===== src/rss_pkg.sv =====
package rss_pkg;
    // Power-up delay, nominal
    localparam int DELAY_MS = 96;
    // Internal RC oscillator rate used to time the power-up delay
    localparam int RC_OSC_HZ = 32_000;
    localparam int DELAY_RC_TICKS = (DELAY_MS * RC_OSC_HZ) / 1000;
    // System clock rate
    localparam int REF_CLK_HZ = 25_000_000;
    // System clocks per RC oscillator tick; unused, the delay timer counts rc_tick only
    localparam int RC_DIV_CYCLES = REF_CLK_HZ / RC_OSC_HZ;
    localparam int DELAY_CNT_W = 16;
    localparam logic [1:0] PHASE_FIRST = 2'h0;
    localparam logic [1:0] PHASE_STEP = 2'h1;
    localparam logic STROBE_IDLE_ALE = 1'h0;
    localparam logic STROBE_IDLE_RD_WR = 1'h1;

    typedef enum logic [1:0] {
        RSS_POR_HOLD = 2'b00,
        RSS_DELAY_RUN = 2'b01,
        RSS_SYNC_REL = 2'b10,
        RSS_RUN = 2'b11
    } rss_state_t;
endpackage


===== src/rss_power_up_delay_timer.sv =====
`timescale 1ns/1ps
// Power-up delay counter; counts ticks of the dedicated RC oscillator only
module rss_delay_timer
    import rss_pkg::*;
#(
    parameter int TICKS = DELAY_RC_TICKS
)
(
    input wire logic ref_clk,
    input wire logic reset,
    input wire logic start,
    input wire logic rc_tick,
    output logic busy
);
    logic [DELAY_CNT_W-1:0] count;
    logic [DELAY_CNT_W-1:0] next_count;
    logic next_busy;

    always_comb
    begin
        next_count = count;
        next_busy = busy;
        if (start)
        begin
            next_count = DELAY_CNT_W'(TICKS);
            next_busy = 1'h1;
        end
        else if (busy && rc_tick)
        begin
            if (count <= DELAY_CNT_W'(1))
            begin
                next_count = '0;
                next_busy = 1'h0;
            end
            else
            begin
                next_count = count - DELAY_CNT_W'(1);
            end
        end
    end

    always_ff @(posedge ref_clk)
    begin
        if (reset)
        begin
            count <= '0;
            busy <= 1'h0;
        end
        else
        begin
            count <= next_count;
            busy <= next_busy;
        end
    end

    busy_needs_tick_a: assert property (@(posedge ref_clk) disable iff (reset)
        busy && !rc_tick && !start |=> busy) else $error("delay ended without rc tick");
endmodule


===== src/rss_reset_seq.sv =====
`timescale 1ns/1ps
// How it works
// - Three reset sources: power-on, master-clear pin low, watchdog timeout.
// - Power-on-only registers get a clear pulse on power-on; kept otherwise.
// - Other registers reset on power-on, master-clear, or awake watchdog.
// - Watchdog timeout while sleeping only wakes the core, no register reset.
// - Timeout and power-down status bits follow the reset cause.
// - During reset the phase sequencer is held in its first phase.
// - During reset in external modes: latch strobe low, read/write strobes high.
// - Reset held while power-on detector reports low supply.
// - Power-up delay starts at power-on rise once master clear seen high.
// - Reset held while the power-up delay runs.
// - Power-up delay is timed by its own RC oscillator ticks.
// - Master-clear reset leaves both status bits unchanged.
module rss_reset_seq
    import rss_pkg::*;
#(
    parameter int DELAY_TICKS = DELAY_RC_TICKS
)
(
    input wire logic ref_clk,
    input wire logic reset,
    input wire logic por_ok,
    input wire logic master_clear_pin_n,
    input wire logic watchdog_timeout,
    input wire logic sleeping,
    input wire logic clrwdt_exec,
    input wire logic sleep_exec,
    input wire logic ext_exec_mode,
    input wire logic rc_tick,
    input wire logic core_ale,
    input wire logic core_oe_n,
    input wire logic core_wr_n,
    output logic core_reset,
    output logic reg_init,
    output logic por_init,
    output logic wake_up,
    output logic timeout_status_bit,
    output logic powerdown_status_bit,
    output logic [1:0] clock_phase,
    output logic address_latch_strobe,
    output logic output_enable_strobe_n,
    output logic write_strobe_n
);
    rss_state_t state;
    rss_state_t next_state;
    logic clear_seen_high;
    logic next_clear_seen_high;
    logic delay_start;
    logic delay_busy;
    logic watchdog_reset_req;
    logic any_src;
    logic next_core_reset;
    logic next_reg_init;
    logic next_por_init;
    logic next_wake_up;
    logic next_timeout;
    logic next_powerdown;
    logic [1:0] next_phase;
    logic next_ale;
    logic next_oe_n;
    logic next_wr_n;

    rss_delay_timer #(.TICKS(DELAY_TICKS)) u_delay (
        .ref_clk(ref_clk),
        .reset(reset),
        .start(delay_start),
        .rc_tick(rc_tick),
        .busy(delay_busy)
    );

    // Awake watchdog resets; asleep it only wakes the core
    assign watchdog_reset_req = watchdog_timeout && !sleeping;
    assign any_src = !por_ok || !master_clear_pin_n || watchdog_reset_req || delay_busy;

    always_comb
    begin
        next_state = state;
        next_clear_seen_high = clear_seen_high;
        delay_start = 1'h0;
        unique case (state)
            RSS_POR_HOLD:
            begin
                if (master_clear_pin_n)
                    next_clear_seen_high = 1'h1;
                // A level test suffices: this state is only left by starting the delay
                if (por_ok && (master_clear_pin_n || clear_seen_high))
                begin
                    delay_start = 1'h1;
                    next_state = RSS_DELAY_RUN;
                end
            end
            RSS_DELAY_RUN:
            begin
                if (!por_ok)
                    next_state = RSS_POR_HOLD;
                else if (!delay_busy && !delay_start)
                    next_state = RSS_SYNC_REL;
            end
            RSS_SYNC_REL:
            begin
                if (!por_ok)
                    next_state = RSS_POR_HOLD;
                else if (!any_src)
                    next_state = RSS_RUN;
            end
            RSS_RUN:
            begin
                if (!por_ok)
                    next_state = RSS_POR_HOLD;
                else if (any_src)
                    next_state = RSS_SYNC_REL;
            end
        endcase
        if (next_state == RSS_POR_HOLD && state != RSS_POR_HOLD)
            next_clear_seen_high = 1'h0;
    end

    always_comb
    begin
        next_core_reset = (next_state != RSS_RUN);
        next_por_init = (next_state == RSS_POR_HOLD);
        // A sleeping watchdog never raises a source, so any held reset here is a real one
        next_reg_init = next_core_reset;
        next_wake_up = sleeping && watchdog_timeout && state == RSS_RUN;
        next_timeout = timeout_status_bit;
        next_powerdown = powerdown_status_bit;
        if (!por_ok)
        begin
            next_timeout = 1'h1;
            next_powerdown = 1'h1;
        end
        else if (watchdog_timeout)
        begin
            next_timeout = 1'h0;
            next_powerdown = !sleeping;
        end
        else if (clrwdt_exec)
        begin
            next_timeout = 1'h1;
            next_powerdown = 1'h1;
        end
        else if (sleep_exec)
        begin
            next_timeout = 1'h1;
            next_powerdown = 1'h0;
        end
        next_phase = next_core_reset ? PHASE_FIRST : clock_phase + PHASE_STEP;
        if (next_core_reset && ext_exec_mode)
        begin
            next_ale = STROBE_IDLE_ALE;
            next_oe_n = STROBE_IDLE_RD_WR;
            next_wr_n = STROBE_IDLE_RD_WR;
        end
        else
        begin
            next_ale = core_ale;
            next_oe_n = core_oe_n;
            next_wr_n = core_wr_n;
        end
    end

    always_ff @(posedge ref_clk)
    begin
        if (reset)
        begin
            state <= RSS_POR_HOLD;
            clear_seen_high <= 1'h0;
            core_reset <= 1'h1;
            reg_init <= 1'h1;
            por_init <= 1'h1;
            wake_up <= 1'h0;
            timeout_status_bit <= 1'h1;
            powerdown_status_bit <= 1'h1;
            clock_phase <= PHASE_FIRST;
            address_latch_strobe <= STROBE_IDLE_ALE;
            output_enable_strobe_n <= STROBE_IDLE_RD_WR;
            write_strobe_n <= STROBE_IDLE_RD_WR;
        end
        else
        begin
            state <= next_state;
            clear_seen_high <= next_clear_seen_high;
            core_reset <= next_core_reset;
            reg_init <= next_reg_init;
            por_init <= next_por_init;
            wake_up <= next_wake_up;
            timeout_status_bit <= next_timeout;
            powerdown_status_bit <= next_powerdown;
            clock_phase <= next_phase;
            address_latch_strobe <= next_ale;
            output_enable_strobe_n <= next_oe_n;
            write_strobe_n <= next_wr_n;
        end
    end

    por_holds_reset_a: assert property (@(posedge ref_clk) disable iff (reset)
        !por_ok |=> core_reset && por_init) else $error("reset not held on low supply");
    delay_holds_reset_a: assert property (@(posedge ref_clk) disable iff (reset)
        delay_busy |=> core_reset) else $error("reset released during power-up delay");
    clear_holds_reset_a: assert property (@(posedge ref_clk) disable iff (reset)
        !master_clear_pin_n |=> core_reset && reg_init) else $error("master clear ignored");
    phase_frozen_a: assert property (@(posedge ref_clk) disable iff (reset)
        core_reset |-> clock_phase == PHASE_FIRST) else $error("phase moved in reset");
    strobe_park_a: assert property (@(posedge ref_clk) disable iff (reset)
        core_reset && $past(ext_exec_mode) |-> !address_latch_strobe && output_enable_strobe_n && write_strobe_n)
        else $error("strobes not parked in reset");
    clear_keeps_status_a: assert property (@(posedge ref_clk) disable iff (reset)
        por_ok && !watchdog_timeout && !clrwdt_exec && !sleep_exec |=> $stable(timeout_status_bit)
        && $stable(powerdown_status_bit)) else $error("status bits changed");
    watchdog_status_a: assert property (@(posedge ref_clk) disable iff (reset)
        por_ok && watchdog_timeout |=> !timeout_status_bit && (powerdown_status_bit == !$past(sleeping)))
        else $error("watchdog status wrong");
    sleep_wake_a: assert property (@(posedge ref_clk) disable iff (reset)
        state == RSS_RUN && sleeping && watchdog_timeout && por_ok && master_clear_pin_n && !delay_busy
        |=> wake_up && !reg_init) else $error("sleep watchdog reset registers");
    delay_start_a: assert property (@(posedge ref_clk) disable iff (reset)
        delay_start |=> delay_busy || DELAY_TICKS == 0) else $error("delay not started");
    release_sync_a: assert property (@(posedge ref_clk) disable iff (reset)
        $fell(core_reset) |-> $past(!any_src)) else $error("release while source active");
    por_init_a: assert property (@(posedge ref_clk) disable iff (reset)
        por_init |-> reg_init) else $error("power-on init without register init");
    reg_init_a: assert property (@(posedge ref_clk) disable iff (reset)
        watchdog_reset_req |=> reg_init) else $error("awake watchdog did not reset");
endmodule


===== config.mk =====
export PLATFORM = sky130hd
export DESIGN_NAME = rss_reset_seq
export DESIGN_NICKNAME = d
export VERILOG_FILES = /design/src/rss_pkg.sv /design/src/rss_power_up_delay_timer.sv /design/src/rss_reset_seq.sv
export SDC_FILE = /design/constraint.sdc
export NUM_CORES = 1
export LEC_CHECK = 0
export BUFFER_PORTS_ARGS = -buffer_cell sky130_fd_sc_hd__buf_4
export CORE_MARGIN = 2
export CORE_UTILIZATION = 40
export DETAILED_ROUTE_END_ITERATION = 8
export RECOVER_POWER = 100
export SLEW_MARGIN = 10
export SYNTH_ARGS = -nofsm -noshare
export SYNTH_HDL_FRONTEND = slang
export SYNTH_SLANG_ARGS = --single-unit

===== constraint.sdc =====
create_clock -name ref_clk -period 2.1 [get_ports ref_clk]
set_clock_uncertainty 0.15 [all_clocks]
set_input_delay 0.105 -clock ref_clk [delete_from_list [all_inputs] [get_ports ref_clk]]
set_output_delay 0.105 -clock ref_clk [all_outputs]
set_load 0.01 [all_outputs]

==> metrics.cfg, run 1 <==
[outcome]
status=finished clean

[floorplan]
die_area_mm2=0.00372
fp.dieW_um=61.0
io-pin-count=24
fp-row-count=20
core_area_mm2=0.00308
initial_core_util_pct=42.2
die_h_um=61.0

[global_routing]
grt_max_degree=10
overflow=0
grt_use_total_pct=19.1
grt_first_pass_wirelength_mm=5.10
grt_pass1_vias=1184
antenna_found_initial=0

[logic_synthesis]
async_reset_ff_share_pct=0
synth_cell_types=35
synth-seq-cells=30
synth_edf_count=0
syn_avg_cell_area_um2=9.28
syn_inst=140
synth-main-ff-cell=dfxtp_1
synth-seq-area-share_pct=46.2
yosysWarnings=0
syn_area_mm2=0.00130
synth_nets=155

[setup_path]
critPathSlowestCell=or4_4
start_kind=flip-flop
worstPathArrival_ns=2.12
critical_path_required_ns=2.16
r2r_start=u_delay.count[11]$_SDFFE_PP0P_
worst-path-max-fanout=8
rrSetupSlack_ns=0.04
reg2reg_depth=5
crit_top_cell=or4_4
cp_cell_sequence=or4_4 > or4_4 > o31ai_4 > buf_6 > a21oi_1
max_stage_delay_ns=0.54
critPathKind=flip-flop to flip-flop
r2r_end=u_delay.count[5]$_SDFFE_PP0P_
worstSetupEndpointType=flip-flop

[min_path]
holdPathStages=3
holdPathEnd=reg_init$_SDFF_PP1_
hold_class=input port to flip-flop
holdCritStartpoint=reset

[pwr]
switching_share_pct=28.3
p_seq_share_pct=50.1
power.total_mw=1.26
vdd_drop_max_v=0.000382
comb_power_share_pct=21.8
power_switching_mw=0.357
internal-power_mw=0.903
clockPowerShare_pct=28.1
p_leak_nw=0.694
power.density_mw_per_mm2=701

[detailed_routing]
drt-vias-per-instance=4.96
ant_nets=0
post_drt_wl_per_cell_um=12.7
drtPass1Iterations=4
detail_route.iter0.violations=24
remaining_drc_errors=0
routed_wirelength_mm=3.03
vias=1180

[layout]
syn_to_final_growth_pct=38.3
final_cells=238
final_cell_mix=29 x dfxtp_1, 21 x nor2_1, 20 x dlygate4sd3_1
num_antenna_cells=0
layout_commonest_cell=dfxtp_1
layout-drive-gt1-share_pct=19.6
post-route-util_pct=58.4
nNetsFinal=208

[timing]
fmaxAchievable_mhz=485
drv_slew=0
post-route-period-util_pct=98.1
worstMarginPinSlew_ns=0.340
fin_tns_setup_ns=0
setup_viol=0
whs_ns=0.0104
period_needed_ns=2.06
slew_headroom_pct=77.2
hold_viol=0

[clocking]
htreeDepth=2
clk_latency_ns=0.32
clock_sinks=30
clock-root-buffer=clkbuf_4
path_clk_slew_ns=0.09
cts_made_buffers=5
clock_path_buffers=2
cts_tree=built

[placed_design]
placedCellCount=209
port_buffers=23
dp_hpwl_mm=2.01
place.gp.congestion=0.808

[run]
maxCapViolations=0

-- registers in the layout, summed over array words and instances, names as in the netlist --
signal and count:
address_latch_strobe 1, clear_seen_high 1, clock_phase 2, output_enable_strobe_n 1, por_init 1, powerdown_status_bit 1
reg_init 1, state 2, timeout_status_bit 1, u_delay.busy 1, u_delay.count 16, wake_up 1
write_strobe_n 1
-- worst max-delay path, delay by kind of cell, from the launching register on --
kind	cells	cell delay, ns
buffers and inverters	1	0.16
AOI/OAI and AO/OA	2	0.32
and+or+nand+nor	2	0.99
DFF	1	0.33
-- power by group through the flow --
stage | combinational [mW] | sequential (mW) | clock [mW]
finish | 0.275 | 0.631 | 0.354
global route | 0.304 | 0.635 | 0.392
CTS | 0.264 | 0.629 | 0.358
detailed placement | 0.236 | 0.642 | 0
global placement | 0.231 | 0.639 | 0
floorplan | 0.160 | 0.635 | 0
-- per-stage QoR --
stage | instance area [um^2] | setup slack [ns]
global route | 1800 | -0.0217
detailed placement | 1550 | 0.00331
finish | 1800 | 0.0402
global placement | 1550 | 0.0491
CTS | 1800 | -0.00825
floorplan | 1300 | 0.0162
-- timing repair --
| action | CTS | global route |
|---|---|---|
| endpoints found under the setup margin | 4 | 15 |
| setup buffers | 0 | 1 |
| hold buffers | 19 | 1 |
| endpoints found under the hold margin | 13 | 1 |
| pin swaps | 0 | 2 |
| resized for setup | 0 | 5 |
-- how the worst max path moves through the flow --
stage,start,end,slack [ns]
after floorplan,u_delay.count[11]$_SDFFE_PP0P_,u_delay.count[4]$_SDFFE_PP0P_,0.02
after global placement,u_delay.count[11]$_SDFFE_PP0P_,u_delay.count[15]$_SDFFE_PP0P_,0.05
after detailed placement,u_delay.count[11]$_SDFFE_PP0P_,u_delay.count[5]$_SDFFE_PP0P_,0.003
after CTS,u_delay.count[11]$_SDFFE_PP0P_,u_delay.count[5]$_SDFFE_PP0P_,-0.008
after global routing,u_delay.count[6]$_SDFFE_PP0P_,u_delay.count[15]$_SDFFE_PP0P_,-0.02
final,u_delay.count[11]$_SDFFE_PP0P_,u_delay.count[5]$_SDFFE_PP0P_,0.04
-- logic make-up (layout without fill, tap and decap cells) --
family	Yosys count	after routing	share of synthesized area, %
fa+ha+maj	2	2	1.93
simple gates	61	61	26.6
xor+xnor	12	12	8.09
compound gates	25	25	13.4
flops	30	30	46.2
buf+inv	10	64	3.76
-- area by class of cell --
class / count / area (um^2)
fillers: 299 / 1280
repair buffers: 51 / 403
well taps: 44 / 55.1
clock inverters: 1 / 5.00
flip-flops and latches: 30 / 602
inverters: 5 / 18.8
clock buffers: 7 / 55.1
multi-input cells: 100 / 658
-- per-layer routing --
metal	up-vias	routed length (um)	global-route usage, %
li1	599	-	-
met1	546	1460	22.3
met2	24	1360	31.3
met3	11	104	4.69
met4	0	108	11.8
met5	-	0	0
-- synthesized netlist by cell type (all sizes together), types with 2 or more instances --
| library cell | number | area (um^2) |
|---|---|---|
| dfxtp | 30 | 601 |
| inv | 5 | 18.8 |
| buf | 2 | 18.8 |
| clkbuf | 3 | 11.3 |
| or2 | 3 | 18.8 |
| o41ai | 2 | 17.5 |
| nor2 | 21 | 78.8 |
| nor2b | 4 | 25.0 |
| or4b | 2 | 20.0 |
| nor3 | 4 | 20.0 |
| xor2 | 7 | 61.3 |
| nand4 | 3 | 18.8 |
| nand4b | 2 | 17.5 |
| nand3 | 3 | 15.0 |
| a31oi | 3 | 18.8 |
| xnor2 | 5 | 43.8 |
| ha | 2 | 25.0 |
| a21oi | 6 | 30.0 |
| nor4 | 3 | 33.8 |
| nand2 | 9 | 33.8 |
| o31ai | 5 | 51.3 |
| o21ai | 5 | 25.0 |
| or4 | 2 | 22.5 |
No activity file was read; power rests on OpenSTA's default activity.
==> run 2: changes to the inputs <==
--- a/config.mk
+++ b/config.mk
@@ -6,9 +6,12 @@
 export NUM_CORES = 1
 export LEC_CHECK = 0
 export BUFFER_PORTS_ARGS = -buffer_cell sky130_fd_sc_hd__buf_4
+export CELL_PAD_IN_SITES_DETAIL_PLACEMENT = 0
+export CELL_PAD_IN_SITES_GLOBAL_PLACEMENT = 2
 export CORE_MARGIN = 2
-export CORE_UTILIZATION = 40
+export CORE_UTILIZATION = 29
 export DETAILED_ROUTE_END_ITERATION = 8
+export PLACE_DENSITY_LB_ADDON = 0.1
 export RECOVER_POWER = 100
 export SLEW_MARGIN = 10
 export SYNTH_ARGS = -nofsm -noshare
==> metrics.cfg, run 2 (synthesis results as in run 1) <==
[setup_path]
worstPathArrival_ns=2.06  ; -0.06 ns
r2r_end=u_delay.count[15]$_SDFFE_PP0P_
critical_path_required_ns=2.11  ; -0.05 ns
rrSetupSlack_ns=0.05  ; about the same
r2r_start=u_delay.count[11]$_SDFFE_PP0P_
critPathKind=flip-flop to flip-flop
start_kind=flip-flop
worst-path-max-fanout=7  ; -1
reg2reg_depth=5  ; unchanged
worstSetupEndpointType=flip-flop

[layout]
layout_commonest_cell=dfxtp_1
num_antenna_cells=0  ; unchanged
largest_register_ffs=16  ; unchanged
top_register=u_delay.count
layout-drive-gt1-share_pct=18.3  ; -1.3 points
nNetsFinal=205  ; -1.4%
syn_to_final_growth_pct=37.5
final_cell_mix=30 x dfxtp_1, 21 x nor2_1, 16 x buf_4
top_regs=u_delay.count: 16 flops, clock_phase: 2 flops, state: 2 flops
post-route-util_pct=41.3  ; -17 points

[timing]
setup_viol=0  ; unchanged
slew_headroom_pct=72.0  ; -5.1 points
fin_tns_setup_ns=0  ; unchanged
fmaxAchievable_mhz=488  ; +0.46%
drv_slew=0  ; unchanged
hold_viol=0  ; unchanged
period_needed_ns=2.05  ; -0.00948 ns
rsz0062_at_grt=false
post-route-period-util_pct=97.6  ; -0.45 points
worstMarginPinSlew_ns=0.419  ; +0.0794 ns

[clocking]
clock_path_buffers=2  ; unchanged
cts_made_buffers=5  ; unchanged
clock-root-buffer=clkbuf_8
clk_latency_ns=0.28  ; -0.04 ns
htreeDepth=2  ; unchanged
path_clk_slew_ns=0.07  ; -0.02 ns
cts_tree=built
clock_sinks=30  ; unchanged

[run]
maxCapViolations=0  ; unchanged

[global_routing]
grt_pass1_vias=1107  ; -6.5%
grt_use_total_pct=12.7  ; -6.4 points
overflow=0  ; unchanged
antenna_found_initial=0  ; unchanged
grt_first_pass_wirelength_mm=4.97  ; -2.5%
grt_max_degree=11  ; +1

[placed_design]
dp_hpwl_mm=2.09  ; +3.8%
place.gp.congestion=0.750  ; -7.2%
port_buffers=23  ; unchanged

[floorplan]
die_area_mm2=0.00503  ; +35%
fp.dieW_um=70.9  ; +16%
fp-row-count=24  ; +20%
die_h_um=70.9  ; +16%
core_area_mm2=0.00432  ; +40%
initial_core_util_pct=30.0  ; -12 points
io-pin-count=24  ; unchanged

[detailed_routing]
vias=1124  ; -4.7%
drtPass1Iterations=4  ; unchanged
drt-vias-per-instance=4.63  ; -6.7%
routed_wirelength_mm=2.99  ; -1.4%
detail_route.iter0.violations=35  ; +46%
ant_nets=0  ; unchanged
post_drt_wl_per_cell_um=12.3  ; -3.4%
remaining_drc_errors=0  ; unchanged

[min_path]
holdPathStages=3  ; unchanged
hold_class=input port to flip-flop
holdPathEnd=write_strobe_n$_SDFF_PP1_
holdCritStartpoint=ext_exec_mode

[pwr]
power.total_mw=1.39  ; +10%
p_leak_nw=0.681  ; -1.9%
power.density_mw_per_mm2=777  ; +11%
vdd_drop_max_v=0.000296  ; -22%

[outcome]
status=finished clean

==> run 2: cell types whose count changed in the layout (fill, tap and decap cells not counted), moves of 2 or more <==
| cell | before | now |
|---|---|---|
| dlygate4sd3_1 | 20 | 15 |
| clkbuf_4 | 5 | 2 |
| clkbuf_1 | 11 | 13 |
| buf_4 | 19 | 16 |
| clkbuf_8 | 1 | 6 |
==> run 2: area by class of cell <==
class / instances / area (um^2)
clock inverters: 2 / 12.5
fillers: 453 / 2540
clock buffers: 6 / 82.6
inverters: 5 / 18.8
flip-flops and latches: 30 / 601
repair buffers: 48 / 357
well taps: 52 / 65.1
multi-input cells: 100 / 649
==> run 2: report_power, final <==
| part | internal (mW) | leakage (nW) | switching (mW) |
|---|---|---|---|
| clock network | 0.263 | 0.0472 | 0.220 |
| logic | 0.142 | 0.389 | 0.133 |
| registers | 0.599 | 0.245 | 0.0294 |
| total | 1.00 | 0.681 | 0.383 |
==> run 2: critical path: stages, from the launching register on <==
cell and delay [ns]:
dfxtp_1 0.31, or4_4 0.54, or4_4 0.45, o31ai_4 0.28, buf_6 0.16, a21oi_1 0.04
==> run 2: metal layers <==
layer	global-route usage, %	part of all wire (%)	vias to the layer above
li1	-	-	592
met1	15.0	44	504
met2	21.3	49	22
met3	3.28	4.8	6
met4	6.29	1.6	0
met5	0	0	-
==> run 2: worst max path at each step <==
stage                                              start                             end
after global routing      u_delay.count[11]$_SDFFE_PP0P_  u_delay.count[15]$_SDFFE_PP0P_
final                     u_delay.count[11]$_SDFFE_PP0P_  u_delay.count[15]$_SDFFE_PP0P_
after CTS                 u_delay.count[11]$_SDFFE_PP0P_  u_delay.count[15]$_SDFFE_PP0P_
after floorplan           u_delay.count[11]$_SDFFE_PP0P_   u_delay.count[4]$_SDFFE_PP0P_
after global placement    u_delay.count[11]$_SDFFE_PP0P_   u_delay.count[5]$_SDFFE_PP0P_
after detailed placement  u_delay.count[11]$_SDFFE_PP0P_  u_delay.count[15]$_SDFFE_PP0P_
==> run 2: what timing repair did <==
item | in CTS | in global routing
hold endpoints to repair | 13 | 0
hold buffers | 15 | 0
endpoints found under the setup margin | 0 | 13
buffers inserted | 0 | 1
resized for setup | 0 | 2
==> run 2: metrics by stage <==
stage                     instances  hold WS (ns)  area, um^2  setup WS [ns]
after CTS                       242       0.00732        1820        0.00322
final                           243        0.0263        1790         0.0497
after global routing            243        0.0364        1790         0.0148
after global placement          219         0.143        1570         0.0408
after floorplan                 140        0.0616        1300         0.0162
after detailed placement        219         0.146        1570        0.00800
